$ cat config.mk
export PLATFORM = sky130hd
export DESIGN_NAME = wes_wake_event
export DESIGN_NICKNAME = d
export VERILOG_FILES = /design/src/wes_pkg.sv /design/src/wes_wake_event.sv
export SDC_FILE = /design/constraint.sdc
export NUM_CORES = 1
export LEC_CHECK = 0
export ABC_AREA = 0
export BUFFER_PORTS_ARGS = -buffer_cell sky130_fd_sc_hd__buf_2
export CAP_MARGIN = 10
export CORE_ASPECT_RATIO = 0.75
export CORE_MARGIN = 2
export CORE_UTILIZATION = 29
export CTS_CLUSTER_DIAMETER = 120
export DETAILED_ROUTE_END_ITERATION = 7
export PLACE_DENSITY_LB_ADDON = 0.3
export SLEW_MARGIN = 20
export SYNTH_ARGS = -nofsm -noshare
export SYNTH_HDL_FRONTEND = slang
export SYNTH_SLANG_ARGS = --single-unit
export TNS_END_PERCENT = 100
$ cat constraint.sdc
create_clock -name core_clk -period 0.9 [get_ports core_clk]
set_input_delay 0.045 -clock core_clk [delete_from_list [all_inputs] [get_ports core_clk]]
set_output_delay 0.045 -clock core_clk [all_outputs]
set_load 0.01 [all_outputs]
$ cat src/wes_pkg.sv
package wes_pkg;

	// Power-management control/status word fields
	localparam logic [7:0] WES_PMCSR_OFFSET    = 8'h44;
	localparam int         WES_PMCSR_STATE_LSB = 0;
	localparam int         WES_PMCSR_STATE_W   = 2;
	localparam int         WES_PMCSR_PIN_EN    = 8;
	localparam int         WES_PMCSR_WAKE_FLAG = 15;

	// Wake miscellaneous configuration word fields
	localparam int WES_MISC_PATTERN_FLAG = 7;
	localparam int WES_MISC_LINK_MODE    = 8;
	localparam int WES_MISC_LINK_FLAG    = 9;
	localparam int WES_MISC_OVERRIDE     = 10;

	// Power states
	localparam logic [WES_PMCSR_STATE_W-1:0] WES_STATE_D0 = 2'h0;
	localparam logic [WES_PMCSR_STATE_W-1:0] WES_STATE_D3 = 2'h3;

	// Reset values
	localparam logic [WES_PMCSR_STATE_W-1:0] WES_RST_STATE     = WES_STATE_D0;
	localparam logic                         WES_RST_PIN_EN    = 1'h0;
	localparam logic                         WES_RST_LINK_MODE = 1'h0;
	localparam logic                         WES_RST_OVERRIDE  = 1'h0;

	localparam int WES_WORD_W = 16;

	// One configuration write: strobe and data
	typedef struct packed {
		logic                  wr;
		logic [WES_WORD_W-1:0] data;
	} wes_cfg_write_t;

	// Wake event inputs from detectors on the device clock
	typedef struct packed {
		logic magic_detect;
		logic pattern_detect;
		logic mii_mode;
	} wes_events_t;

endpackage

$ cat src/wes_wake_event.sv
`timescale 1ns/1ps
module wes_wake_event
	import wes_pkg::*;
(
	// Clock and reset
	input  wire logic                             core_clk,
	input  wire logic                             reset,
	// Detector events
	input  wire wes_pkg::wes_events_t             events,
	// Link status pin
	input  wire logic                             link_status,
	// Configuration writes
	input  wire wes_pkg::wes_cfg_write_t          pmcsr_write,
	input  wire wes_pkg::wes_cfg_write_t          misc_write,
	input  wire wes_pkg::wes_cfg_write_t          eeprom_load,
	// Configuration read-back
	output logic [wes_pkg::WES_WORD_W-1:0]        pmcsr_rdata,
	output logic [wes_pkg::WES_WORD_W-1:0]        misc_rdata,
	output logic [wes_pkg::WES_PMCSR_STATE_W-1:0] power_state,
	// Wake outputs
	output logic                                  pme_out,
	output logic                                  pme_oe,
	output logic                                  remote_wake_output
);
	import wes_pkg::*;

	logic                           wake_event_flag;
	logic                           wake_pin_enable;
	logic                           pattern_match_flag;
	logic                           link_change_detected;
	logic                           link_change_mode;
	logic                           wake_enable_override;
	logic                           link_meta;
	logic                           link_sync;
	logic                           link_prev;
	logic                           link_prev_valid;
	logic [1:0]                     link_fill;
	logic                           link_edge;
	logic                           pattern_event;
	logic                           link_event;
	logic                           wake_clear;
	logic                           next_wake_event_flag;
	logic                           next_wake_pin_enable;
	logic                           next_pattern_match_flag;
	logic                           next_link_change_detected;
	logic                           next_link_change_mode;
	logic                           next_wake_enable_override;
	logic [WES_PMCSR_STATE_W-1:0]   next_power_state;
	logic                           next_pme;

	// Sticky flag update, set beats clear
	function automatic logic sticky(input logic cur, input logic clr, input logic set);
		sticky = set | (cur & ~clr);
	endfunction

	// Link status crosses from the pin domain
	always_ff @(posedge core_clk) begin
		if (reset) begin
			link_meta <= 1'h0;
			link_sync <= 1'h0;
		end else begin
			link_meta <= link_status;
			link_sync <= link_meta;
		end
	end

	// Previous sample; no edge until the sync chain holds pin data
	always_ff @(posedge core_clk) begin
		if (reset) begin
			link_prev       <= 1'h0;
			link_fill       <= 2'h0;
			link_prev_valid <= 1'h0;
		end else begin
			link_prev       <= link_sync;
			link_fill       <= {link_fill[0], 1'h1};
			link_prev_valid <= link_fill[1];
		end
	end

	always_comb begin
		link_edge     = link_prev_valid && (link_sync != link_prev);
		pattern_event = events.pattern_detect && events.mii_mode;
		link_event    = link_edge && link_change_mode && events.mii_mode;
		wake_clear    = pmcsr_write.wr && !pmcsr_write.data[WES_PMCSR_WAKE_FLAG];

		next_pattern_match_flag = sticky(pattern_match_flag,
			misc_write.wr && misc_write.data[WES_MISC_PATTERN_FLAG], pattern_event);
		next_link_change_detected = sticky(link_change_detected,
			misc_write.wr && misc_write.data[WES_MISC_LINK_FLAG], link_event);
		next_wake_event_flag = sticky(wake_event_flag, wake_clear,
			events.magic_detect || pattern_event || link_event);

		next_wake_pin_enable = pmcsr_write.wr ? pmcsr_write.data[WES_PMCSR_PIN_EN]
			: wake_pin_enable;
		next_power_state = pmcsr_write.wr
			? pmcsr_write.data[WES_PMCSR_STATE_LSB +: WES_PMCSR_STATE_W] : power_state;

		next_link_change_mode = link_change_mode;
		next_wake_enable_override = wake_enable_override;
		if (eeprom_load.wr) begin
			next_link_change_mode     = eeprom_load.data[WES_MISC_LINK_MODE];
			next_wake_enable_override = eeprom_load.data[WES_MISC_OVERRIDE];
		end
		if (misc_write.wr) begin
			next_link_change_mode     = misc_write.data[WES_MISC_LINK_MODE];
			next_wake_enable_override = misc_write.data[WES_MISC_OVERRIDE];
		end

		// Flag state and power state are independent, so clear and D0 may come in any order
		next_pme = next_wake_event_flag && (next_wake_pin_enable
			|| (next_wake_enable_override && next_link_change_detected));
	end

	// Sticky flags
	always_ff @(posedge core_clk) begin
		if (reset) begin
			wake_event_flag      <= 1'h0;
			pattern_match_flag   <= 1'h0;
			link_change_detected <= 1'h0;
		end else begin
			wake_event_flag      <= next_wake_event_flag;
			pattern_match_flag   <= next_pattern_match_flag;
			link_change_detected <= next_link_change_detected;
		end
	end

	// Software controls
	always_ff @(posedge core_clk) begin
		if (reset) begin
			wake_pin_enable      <= WES_RST_PIN_EN;
			power_state          <= WES_RST_STATE;
			link_change_mode     <= WES_RST_LINK_MODE;
			wake_enable_override <= WES_RST_OVERRIDE;
		end else begin
			wake_pin_enable      <= next_wake_pin_enable;
			power_state          <= next_power_state;
			link_change_mode     <= next_link_change_mode;
			wake_enable_override <= next_wake_enable_override;
		end
	end

	// Wake pins, clocked only by the device clock
	always_ff @(posedge core_clk) begin
		if (reset) begin
			pme_out            <= 1'h0;
			pme_oe             <= 1'h0;
			remote_wake_output <= 1'h0;
		end else begin
			pme_out            <= 1'h0;
			pme_oe             <= next_pme;
			remote_wake_output <= next_link_change_detected || next_wake_event_flag;
		end
	end

	// Read-back words
	always_ff @(posedge core_clk) begin
		if (reset) begin
			pmcsr_rdata <= 16'h0000;
			misc_rdata  <= 16'h0000;
		end else begin
			pmcsr_rdata <= 16'h0000;
			pmcsr_rdata[WES_PMCSR_WAKE_FLAG] <= next_wake_event_flag;
			pmcsr_rdata[WES_PMCSR_PIN_EN]    <= next_wake_pin_enable;
			pmcsr_rdata[WES_PMCSR_STATE_LSB +: WES_PMCSR_STATE_W] <= next_power_state;
			misc_rdata <= 16'h0000;
			misc_rdata[WES_MISC_PATTERN_FLAG] <= next_pattern_match_flag;
			misc_rdata[WES_MISC_LINK_MODE]    <= next_link_change_mode;
			misc_rdata[WES_MISC_LINK_FLAG]    <= next_link_change_detected;
			misc_rdata[WES_MISC_OVERRIDE]     <= next_wake_enable_override;
		end
	end
endmodule

Yosys cells after proc, flatten, opt, wreduce, memory -nomap -nowiden
Cells that the tools add are included. W data, S select, Z words.

Add/sub/neg operators: 0. Multiply operators: 0. Divide/modulo/power cells: 0. Order comparisons: 0. Equal/unequal tests: 1. Shift operators: 0. Muxes and demuxes: 7. Bitwise operators: 9. Reduce and logical (&&, ||, !) cells: 14.

Operator list (count): $logic_and A1 B1 Y1 (9); $mux W1 (6); $logic_or A1 B1 Y1 (4); $and A1 B1 Y1 (3); $not A1 Y1 (3); $or A1 B1 Y1 (3); $mux W2 (1); $logic_not A1 Y1 (1); $ne A1 B1 Y1 (1).

Bits in registers: 48. Bits in latches: 0. Bits in writable memories: 0. ROM bits: 0. Input bits: 57. Output and inout port bits: 37. Word-level logic and storage cells: 50. Memories kept: 0.

Longest topological paths before layout
Gate-level depths: netlist of run 1.

Depth in word-level cells: 8. Depth in mapped cells: 4. Gate-level depth less buffers: 4.

Least setup slack after synthesis of run 1
OpenSTA, ideal clock, no wires.

Path kind: register to register. Start point: reg, netlist name misc_rdata[9]. End point: reg pme_oe. Arrival: 0.837 ns. Required time: 0.809 ns. Slack: -0.028 ns. Cell stages (with the launch flop): 5. Path buffers: 0. Period minus slack after synthesis: 0.928 ns. Cell sequence: dfxtp_1 > a21bo_2 > nand2_1 > a21oi_1 > a311oi_1.

RTL lines: to (signal assigned) (RTL line wes_wake_event.sv:150) `pme_oe <= next_pme;`; to (decl) (RTL line wes_wake_event.sv:22) `output logic pme_oe,`.

Worst setup path after layout of run 1
Start point: reg wake_event_flag. End point: reg remote_wake_output.

Cells in the longest elaborated chain, start to end: 3.

Ends and longest elaborated chain: from (decl) (RTL line wes_wake_event.sv:27) `logic wake_event_flag;`; from (signal assigned) (RTL line wes_wake_event.sv:121) `wake_event_flag <= next_wake_event_flag;`; $and A1 B1 Y1 (RTL line wes_wake_event.sv:53) `sticky = set | (cur & ~clr);`; $or A1 B1 Y1 (RTL line wes_wake_event.sv:53); $logic_or A1 B1 Y1 (RTL line wes_wake_event.sv:151) `remote_wake_output <= next_link_change_detected || next_wake_event_flag;`; to (signal assigned) (RTL line wes_wake_event.sv:151); to (decl) (RTL line wes_wake_event.sv:23) `output logic remote_wake_output`.

No other way between the ends. A chain may end at the register's enable or synchronous reset.

==> results of run 1 <==
where the power goes:
group,internal [mW],leakage [nW],switching [mW]
Clock,0.388,0.0288,0.241
Combinational,0.0975,0.326,0.135
Sequential,0.747,0.134,0.0174
layout make-up:
class / count / share of cell area
clock buffers: 4 / 0.05812
repair buffers: 34 / 0.1929
multi-input cells: 60 / 0.3501
flip-flops and latches: 16 / 0.3435
well taps: 36 / 0.04756
inverters: 2 / 0.007926
sequential cells by signal, indices dropped and copies added (netlist names):
name                  flops
misc_rdata                3
link_fill                 2
pmcsr_rdata               2
link_meta                 1
link_prev                 1
link_prev_valid           1
link_sync                 1
pme_oe                    1
power_state               1
remote_wake_output        1
wake_enable_override      1
wake_event_flag           1
path summary, 6_finish.rpt:
path                         to  depth (start not counted)  slack, ns            start
min               misc_rdata[8]                          3       0.04    misc_write[8]
max          remote_wake_output                          3      -0.07  wake_event_flag
min reg2reg        link_fill[1]                          1       0.43     link_fill[0]
max reg2reg  remote_wake_output                          3      -0.07  wake_event_flag
synth_stat cells:
cell	instances	share of area
a21bo_2	1	0.013
a21oi_1	5	0.031
a221o_1	1	0.013
a22oi_1	1	0.0094
a311oi_1	1	0.011
buf_4	33	0.31
clkbuf_1	1	0.0047
conb_1	1	0.0047
dfxtp_1	16	0.40
inv_1	2	0.0094
mux2i_1	5	0.063
nand2_1	3	0.014
nand2b_1	1	0.0078
nand3_1	1	0.0063
nor2_1	8	0.038
nor2_2	1	0.0078
nor2b_1	5	0.039
or2_1	1	0.0078
xnor2_1	1	0.011
placed cells by master (no fill, tap or decap), types with 2 or more instances in the layout:
cell type  Yosys  layout
a21oi_1        5       4
buf_2          0      30
buf_4         33       3
clkbuf_8       0       4
conb_1         1      25
dfxtp_1       16      12
dfxtp_2        0       4
inv_1          2       2
mux2i_1        5       4
nand2_1        3       3
nor2_1         8       8
nor2b_1        5       5
critical path: stages, from the launching register on:
cell and delay, ns:
dfxtp_1 0.31, a221o_1 0.32, nor2_1 0.14, a21oi_1 0.08
routing by layer:
layer | routed length, um | part of all wire | vias up | global-route usage
li1 | - | - | 280 | -
met1 | 557 | 0.43 | 228 | 0.1058
met2 | 531 | 0.41 | 44 | 0.1233
met3 | 209 | 0.16 | 0 | 0.05023
met4 | 0 | 0 | 0 | 0.02128
met5 | 0 | 0 | - | 0
kinds of logic (layout without fill, tap and decap cells):
kind of cell	after synthesis	in the layout
buffers and inverters	36	40
muxes	5	5
and+or+nand+nor	20	20
other	1	25
xor gates and xnor gates	1	1
DFF	16	16
AOI/OAI and AO/OA	9	9
timing repair:
| item | in CTS | in global routing |
|---|---|---|
| pin swaps | 1 | 1 |
| hold buffers | 0 | 1 |
| setup endpoints to repair | 3 | 5 |
| gates resized for setup | 2 | 6 |
| endpoints found under the hold margin | 0 | 1 |
==> summary.txt, run 1 <==
Run status
  – Status: finished, violations left
  – Failing checks: setup timing

Detailed routing
  – Wire per inst: 8.533 um
  – # DRC: 0
  – Wirelength, routed: 1297 um
  – ANT nets after route: 0
  – DR vias: 552
  – Via-to-Cell Ratio: 3.632
  – Initial DRC count: 4
  – First-pass detailed-route iteration total: 4

Finish
  – Number of diodes: 0
  – Reg area: 325.3 um2
  – Fillers: 286
  – Post-Layout Inst Area: 947.2 um2
  – Final cell count without fillers: 152
  – Layout area overhead: 18.47%
  – Area of the multi-input gates: 331.6 um2
  – Nets: 174
  – Final core occ: 0.3612
  – Share of cells above drive strength 1: 0.3966

Power
  – Total power: 1.626 mW
  – PD cells: 1717 nW/um2
  – Maximum vdd drop: 755.8 uV
  – P_leak: 0.4883 nW

Placed design
  – Post-Place Cells: 147
  – Port Buf Inserts: 30
  – DP HPWL: 1061 um
  – Dpl cell area: 855.8 um2
  – Routability cong.: 0.7264
  – Pre-CTS WS: -0.06809 ns

STA
  – Slew Viols, Final: 0
  – Fin Setup TNS: -0.1552 ns
  – Fmax: 1.028 GHz
  – Hold Violations, Final: 0
  – RSZ-0062 raised after global routing: yes
  – Final hold slack: 0.04083 ns
  – # setup viols final: 3
  – Crit share post-route: 1.080
  – Worst setup margin: -0.07245 ns
  – Tmin final: 0.9724 ns
  – Post-route clock skew: 0.001974 ns

Setup path
  – Critical path class: reg -> reg
  – Setup crit end kind: register
  – CP required: 1.03 ns
  – CP arrival: 1.10 ns
  – Worst-path fanout max: 2
  – Critical Path Source Type: register

Clock tree
  – CTS tree: done
  – Post-CTS setup buffers: 0
  – Clock buffer count from CTS: 3
  – CTS sink count: 16
  – Clock Latency Late Sink: 0.25 ns
  – Max Root-Sink Buffers: 2
  – H-tree depth: 1
  – CTS Root Cell: clkbuf_8
  – Clk slew on worst S/H paths: 0.06 ns

Floorplanning
  – Die W: 64.63 um
  – Row count: 16
  – Initial cell density of the core: 0.3049
  – Core area: 2623 um2
  – Die Ht: 49.47 um
  – Die ar.: 3197 um2
  – Boundary pin count: 94

Yosys
  – Ys Warns: 0
  – Sequential share of the synthesized area: 0.4006
  – Mux cell area share after synthesis: 0.06260
  – Adder-Cell Fraction of Synth Area: 0
  – Synth Instances: 88
  – Largest family of logic cells by synthesized area: buffers and inverters
  – Syn avg cell area: 9.085 um2
  – Compound-gate portion of the synthesized area: 0.07668
  – Area share of xor/xnor cells in the synthesized design: 0.01095
  – Synth unique cells: 19
  – Mapped Area: 799.5 um2
  – #FFs+latches synth: 16
  – Simple logic cell fraction of the synthesized area: 0.1205

GRT
  – Total gr overflow: 0
  – Pin count of the biggest net entering global routing: 17
  – Total Routing Usage GR: 0.08443
  – Vias in the first global route: 457
  – First-pass GRT wire length: 2001 um
  – Antenna violations before repair: 0

Min path
  – Worst hold path type: in -> reg

Run
  – Max Cap Viol: 0
(Power assumes the default switching activity.)
==> run 2: changes to the inputs <==
--- a/config.mk
+++ b/config.mk
@@ -5,12 +5,12 @@
 export SDC_FILE = /design/constraint.sdc
 export NUM_CORES = 1
 export LEC_CHECK = 0
-export ABC_AREA = 0
+export ABC_AREA = 1
 export BUFFER_PORTS_ARGS = -buffer_cell sky130_fd_sc_hd__buf_2
 export CAP_MARGIN = 10
 export CORE_ASPECT_RATIO = 0.75
 export CORE_MARGIN = 2
-export CORE_UTILIZATION = 29
+export CORE_UTILIZATION = 30
 export CTS_CLUSTER_DIAMETER = 120
 export DETAILED_ROUTE_END_ITERATION = 7
 export PLACE_DENSITY_LB_ADDON = 0.3
==> run 2 against run 1 <==
Against the previous run: the flow now finishes without violations; die area is 3.8% higher; synthesized cell count is 28% higher; combinational power is 2% higher; clock skew is 0.00093 ns higher; power hardly changed; sequential share of layout area is 0.71 points lower; global-route usage is 0.30 points lower; critical path type unchanged; critical endpoint is now pme_oe.
==> summary.txt, run 2 <==
Yosys
  – Sequential share of the synthesized area: 0.3721 (-0.02853)
  – Area share of the largest cell type after synthesis: 0.3721 (-0.02853)
  – Mux cell area share after synthesis: 0.01163 (-0.05097)
  – Most used DFF post-synth: dfxtp_1
  – Simple logic cell fraction of the synthesized area: 0.1628 (+0.04229)
  – Largest family of logic cells by synthesized area: buffers and inverters
  – Ys async rst share: 0 (unchanged)
  – Ys Warns: 0 (unchanged)
  – Area share of xor/xnor cells in the synthesized design: 0 (-0.01095)
  – Synth area leaders: dfxtp_1 37%, buf_4 29%, nand2_1 9.6%
  – Synth Instances: 113 (+28%)
  – Mapped Area: 860.8 um2 (+7.7%)
  – Adder-Cell Fraction of Synth Area: 0 (unchanged)
  – Number of flops mapped to enable cells by yosys: 0 (unchanged)
  – Area leader, netlist: dfxtp_1
  – Synth unique cells: 16 (-3)
  – #FFs+latches synth: 16 (unchanged)
  – Most common cell in the synthesized netlist: buf_4
  – Compound-gate portion of the synthesized area: 0.06105 (-0.01564)
  – Synth top cells by count: 33 x buf_4, 22 x nand2_1, 16 x dfxtp_1
  – Syn avg cell area: 7.618 um2 (-16%)

Finish
  – Number of diodes: 0 (unchanged)
  – Area of the multi-input gates: 304.0 um2 (-8.3%)
  – Layout area overhead: 11.92%
  – Most common cell after layout, fill and taps aside: buf_2
  – Largest registers: misc_rdata: 3 flops, link_fill: 2 flops, pmcsr_rdata: 2 flops
  – Fillers: 284 (-0.70%)
  – Max reg flops: 3 (unchanged)
  – Reg area: 324.1 um2 (-0.38%)
  – Most frequent cells in the layout: 30 x buf_2, 25 x conb_1, 20 x nand2_1
  – Share of cells above drive strength 1: 0.3478 (-0.04873)
  – Biggest register: misc_rdata
  – Nets: 196 (+13%)

Clock tree
  – Clock buffer count from CTS: 3 (unchanged)
  – CTS Root Cell: clkbuf_8
  – Clk slew on worst S/H paths: 0.06 ns (about the same)
  – CTS tree: done
  – H-tree depth: 1 (unchanged)
  – CTS sink count: 16 (unchanged)
  – Max Root-Sink Buffers: 2 (unchanged)
  – Clock Latency Late Sink: 0.25 ns (about the same)

Setup path
  – Worst-path fanout max: 3 (+1)
  – Setup crit end kind: register
  – Crit path cell chain: inv_2 -> nor2_2 -> nand2_2 -> nand2_1 -> nand2_2 -> a21oi_2
  – CP arrival: 1.04 ns (-0.06 ns)
  – CP required: 1.09 ns (+0.06 ns)
  – Crit path top cell by count: nand2_2
  – Worst path max stage delay: 0.33 ns (about the same)
  – CP max-delay cell: dfxtp_2
  – Critical Path Source Type: register
  – Critical path class: reg -> reg

Run status
  – Status: finished clean

STA
  – Slew Viols, Final: 0 (unchanged)
  – Worst setup margin: 0.04957 ns (+0.1220 ns)
  – Fmax: 1.176 GHz (+14%)
  – RSZ-0062 raised after global routing: yes
  – Hold Violations, Final: 0 (unchanged)
  – Crit share post-route: 0.9449 (-0.1356)
  – Tmin final: 0.8504 ns (-0.1220 ns)
  – Post-route clock skew: 0.002906 ns (+0.0009318 ns)
  – # setup viols final: 0 (-3)

Detailed routing
  – Initial DRC count: 6 (+2)
  – Via-to-Cell Ratio: 3.517 (-3.1%)
  – First-pass detailed-route iteration total: 2 (-2)
  – Wire per inst: 7.655 um (-10%)
  – Wirelength, routed: 1332 um (+2.7%)
  – DR vias: 612 (+11%)
  – # DRC: 0 (unchanged)
  – ANT nets after route: 0 (unchanged)

GRT
  – Total gr overflow: 0 (unchanged)
  – Pin count of the biggest net entering global routing: 10 (-7)
  – Antenna violations before repair: 0 (unchanged)
  – Total Routing Usage GR: 0.08144 (-0.002986)
  – First-pass GRT wire length: 2021 um (+1.0%)
  – Vias in the first global route: 495 (+8.3%)

Floorplanning
  – Die W: 65.86 um (+1.9%)
  – Core area: 2663 um2 (+1.5%)
  – Die Ht: 50.39 um (+1.9%)
  – Die ar.: 3318 um2 (+3.8%)
  – Boundary pin count: 94 (unchanged)
  – Row count: 16 (unchanged)
  – Initial cell density of the core: 0.3233 (+0.01844)

Power
  – P_leak: 0.5601 nW (+15%)
  – Total power: 1.625 mW (about the same)
  – Maximum vdd drop: 696.3 uV (-7.9%)
  – PD cells: 1687 nW/um2 (-1.7%)

Min path
  – Worst hold path type: in -> reg

Placed design
  – Port Buf Inserts: 30 (unchanged)
  – DP HPWL: 1128 um (+6.3%)
  – Pre-CTS WS: 0.006692 ns (+0.07478 ns)
  – Routability cong.: 0.6920 (-4.7%)

Run
  – Max Cap Viol: 0 (unchanged)
-- run 2: cell count changes after synthesis, sizes merged, moves of 2 or more --
cell,delta
inv,+16
mux2i,-4
nor2b,-5
o21ai,+2
nand2,+20
nor2,+2
o211ai,+2
-- run 2: area by class of cell --
type / instances / share of cell area
Tap cell: 36 / 0.04675
Multi-Input combinational cell: 69 / 0.3156
Inverter: 18 / 0.07792
Sequential cell: 16 / 0.3364
Clock buffer: 4 / 0.05714
Timing Repair Buffer: 31 / 0.1662
-- run 2: per-layer routing --
metal | up-vias | part of all wire | GRT usage
met1 | 249 | 0.45 | 0.1003
met4 | 0 | 0 | 0.02083
met3 | 0 | 0.12 | 0.04260
met2 | 37 | 0.44 | 0.1246
met5 | - | 0 | 0
li1 | 326 | - | -
-- run 2: path summary, 6_finish.rpt --
path,cells past startpoint,slack (ns),end,from
setup / recovery,6,0.05,pme_oe,misc_rdata[8]
hold / removal,3,0.02,pmcsr_rdata[1],pmcsr_write[1]
setup reg to reg,6,0.05,pme_oe,misc_rdata[8]
hold reg to reg,2,0.40,link_sync,link_meta
-- run 2: per-stage QoR --
step | utilization | instance area [um2] | setup TNS [ns] | cells | hold slack [ns]
floorplan | - | 950.9 | 0 | 137 | 0.1520
global placement | 0.3332 | 887.1 | 0 | 169 | 0.2491
detailed placement | 0.3332 | 887.1 | 0 | 169 | 0.2530
CTS | 0.3576 | 952.2 | 0 | 174 | 0.01665
global route | 0.3618 | 963.4 | -0.1164 | 174 | 0.01856
finish | 0.3618 | 963.4 | 0 | 174 | 0.02054
-- run 2: worst max-delay path: cells and delay by family, from the launching register on --
| family | cells | cell delay, ns |
|---|---|---|
| simple gates | 4 | 0.33 |
| buf+inv | 1 | 0.04 |
| compound gates | 1 | 0.09 |
| flops | 1 | 0.33 |
-- run 2: logic make-up after synthesis --
kind of cell           Yosys count
muxes                            1
buffers and inverters           52
other                            1
and+or+nand+nor                 35
DFF                             16
AOI/OAI and AO/OA                8
-- run 2: repair_timing --
| item | CTS | global route |
|---|---|---|
| endpoints found under the setup margin | 0 | 4 |
| buffers inserted | 0 | 0 |
| hold endpoints to repair | 1 | 0 |
| gates resized for setup | 0 | 6 |
| hold buffers | 1 | 0 |
-- run 2: power breakdown --
part	switching [mW]	internal [mW]	total [mW]
Clock	0.233	0.388	0.621
Combinational	0.151	0.0869	0.237
Sequential	0.0174	0.750	0.767
==> run 3: changes to the inputs <==
--- a/config.mk
+++ b/config.mk
@@ -10,7 +10,7 @@
 export CAP_MARGIN = 10
 export CORE_ASPECT_RATIO = 0.75
 export CORE_MARGIN = 2
-export CORE_UTILIZATION = 30
+export CORE_UTILIZATION = 34
 export CTS_CLUSTER_DIAMETER = 120
 export DETAILED_ROUTE_END_ITERATION = 7
 export PLACE_DENSITY_LB_ADDON = 0.3
==> constraint.sdc (replaced) <==
create_clock -name core_clk -period 0.8 [get_ports core_clk]
set_input_delay 0.04 -clock core_clk [delete_from_list [all_inputs] [get_ports core_clk]]
set_output_delay 0.04 -clock core_clk [all_outputs]
set_load 0.01 [all_outputs]
==> run 3 against run 2 <==
Against the previous run: the run now ends with setup timing left; combinational power rose by 36%; maximum frequency barely moved; wire length rose by 13%.
==> summary.txt, run 3 (synthesis gave the netlist of run 2 again) <==
Setup path
  – Reg2Reg Setup Slack: -0.05 ns (-0.10 ns)
  – Critical path class: reg -> reg
  – Worst-path fanout max: 2 (-1)
  – Worst r2r path cells: 7 (+1)
  – CP arrival: 1.07 ns (+0.03 ns)
  – Worst R2R Start: link_sync
  – R2r endpoint: pme_oe
  – CP required: 1.02 ns (-0.07 ns)
  – CP startpoint: link_sync
  – Setup crit end kind: register
  – Critical Path Source Type: register

STA
  – RSZ-0062 raised after global routing: yes
  – Final hold slack: 0.01436 ns (-0.006178 ns)
  – Tmin final: 0.8497 ns (-0.0006840 ns)
  – Slew Viols, Final: 0 (unchanged)
  – # setup viols final: 4 (+4)
  – Post-route clock skew: 0.0004839 ns (-0.002422 ns)
  – Hold Violations, Final: 0 (unchanged)
  – Fmax: 1.177 GHz (about the same)
  – Worst setup margin: -0.04975 ns (-0.09932 ns)
  – Crit share post-route: 1.062 (+0.1173)

Clock tree
  – H-tree depth: 1 (unchanged)
  – Clk slew on worst S/H paths: 0.08 ns (+0.02 ns)
  – Clock buffer count from CTS: 3 (unchanged)
  – CTS sink count: 16 (unchanged)
  – Clock Latency Late Sink: 0.27 ns (+0.02 ns)
  – Max Root-Sink Buffers: 2 (unchanged)
  – CTS tree: done
  – CTS Root Cell: clkbuf_4

Finish
  – Number of diodes: 0 (unchanged)
  – Max reg flops: 3 (unchanged)
  – Share of cells above drive strength 1: 0.4155 (+0.06767)
  – Nets: 201 (+2.6%)
  – Fillers: 255 (-10%)
  – Post-Layout Inst Area: 1041 um2 (+8.1%)
  – Largest registers: misc_rdata: 3 flops, link_fill: 2 flops, pmcsr_rdata: 2 flops
  – Most common cell after layout, fill and taps aside: conb_1
  – Layout area overhead: 20.93%
  – Biggest register: misc_rdata
  – Most frequent cells in the layout: 25 x conb_1, 22 x buf_2, 18 x nand2_1

Run status
  – Failing checks: setup timing
  – Status: finished, violations left

Floorplanning
  – Boundary pin count: 94 (unchanged)
  – Row count: 15 (-1)
  – Die ar.: 2954 um2 (-11%)
  – Initial cell density of the core: 0.3669 (+0.04363)
  – Die Ht: 47.58 um (-5.6%)
  – Die W: 62.10 um (-5.7%)
  – Core area: 2346 um2 (-12%)

GRT
  – Pin count of the biggest net entering global routing: 10 (unchanged)
  – Total gr overflow: 0 (unchanged)
  – First-pass GRT wire length: 2283 um (+13%)
  – Vias in the first global route: 549 (+11%)
  – Total Routing Usage GR: 0.1019 (+0.02048)
  – Antenna violations before repair: 0 (unchanged)

Placed design
  – Dpl cell area: 892.1 um2 (+0.56%)
  – Pre-CTS WS: -0.04678 ns (-0.05347 ns)
  – DP HPWL: 1162 um (+3.0%)
  – Port Buf Inserts: 30 (unchanged)
  – Routability cong.: 0.6970 (+0.72%)

Detailed routing
  – Wire per inst: 8.580 um (+12%)
  – Initial DRC count: 2 (-4)
  – Via-to-Cell Ratio: 3.642 (+3.5%)
  – # DRC: 0 (unchanged)
  – ANT nets after route: 0 (unchanged)
  – Wirelength, routed: 1510 um (+13%)
  – First-pass detailed-route iteration total: 2 (unchanged)
  – DR vias: 641 (+4.7%)

Min path
  – Worst hold path type: in -> reg
  – Hold Path Depth: 4 (+1)
  – WHS Endpoint: misc_rdata[7]
  – Hold Crit Start: misc_write[7]

Run
  – Max Cap Viol: 0 (unchanged)

Power
  – Maximum vdd drop: 783.2 uV (+12%)
  – PD cells: 1531 nW/um2 (-9.2%)
  – Total power: 1.594 mW (-1.9%)
  – P_leak: 0.5773 nW (+3.1%)
run 3: through the flow:
stage,util,cells,setup TNS (ns)
6_report,0.4437,176,-0.1395
5_1_grt,0.4437,176,-0.6519
4_1_cts,0.4219,176,-0.1047
3_5_place_dp,0.3803,168,-0.1356
3_3_place_gp,0.3803,168,-0.06396
2_1_floorplan,-,137,0
run 3: metal layers:
layer  global-route usage  vias to the layer above  routed length, um
met1               0.1029                      271                588
met2               0.1978                       32                779
met5                    0                        -                  0
li1                     -                      336                  -
met3              0.05176                        2                136
met4              0.02667                        0                  6
run 3: layout make-up:
type / count / area, um2 / area share
clock buffer: 3 / 22.52 / 0.02163
inverter: 18 / 75.07 / 0.07212
multi-input combinational: 69 / 312.8 / 0.3005
sequential: 16 / 332.8 / 0.3197
tap: 34 / 42.54 / 0.04087
timing repair buffer: 36 / 255.2 / 0.2452
run 3: worst max-delay path by stage:
stage | to | slack, ns
floorplan | remote_wake_output | 0.02
global placement | remote_wake_output | -0.03
detailed placement | remote_wake_output | -0.05
CTS | remote_wake_output | -0.03
global route | pme_oe | -0.14
finish | pme_oe | -0.05
run 3: critical path, stage by stage, from the launching register on:
cell     delay (ns)
dfxtp_2        0.33
inv_2          0.05
nand2_1        0.04
nand2_1        0.07
nand2_2        0.07
nand2_2        0.07
nand2_1        0.06
a21oi_2        0.10
run 3: where the power goes:
group          internal, mW  total (mW)  switching (mW)
clock network         0.174       0.399           0.224
logic                 0.145       0.323           0.178
registers             0.846       0.873          0.0264
run 3: what timing repair did:
item,in CTS,in global routing
pin swaps,1,5
setup endpoints to repair,11,15
setup buffers,1,0
resized for setup,10,14
endpoints found under the hold margin,4,0
hold buffers,4,0
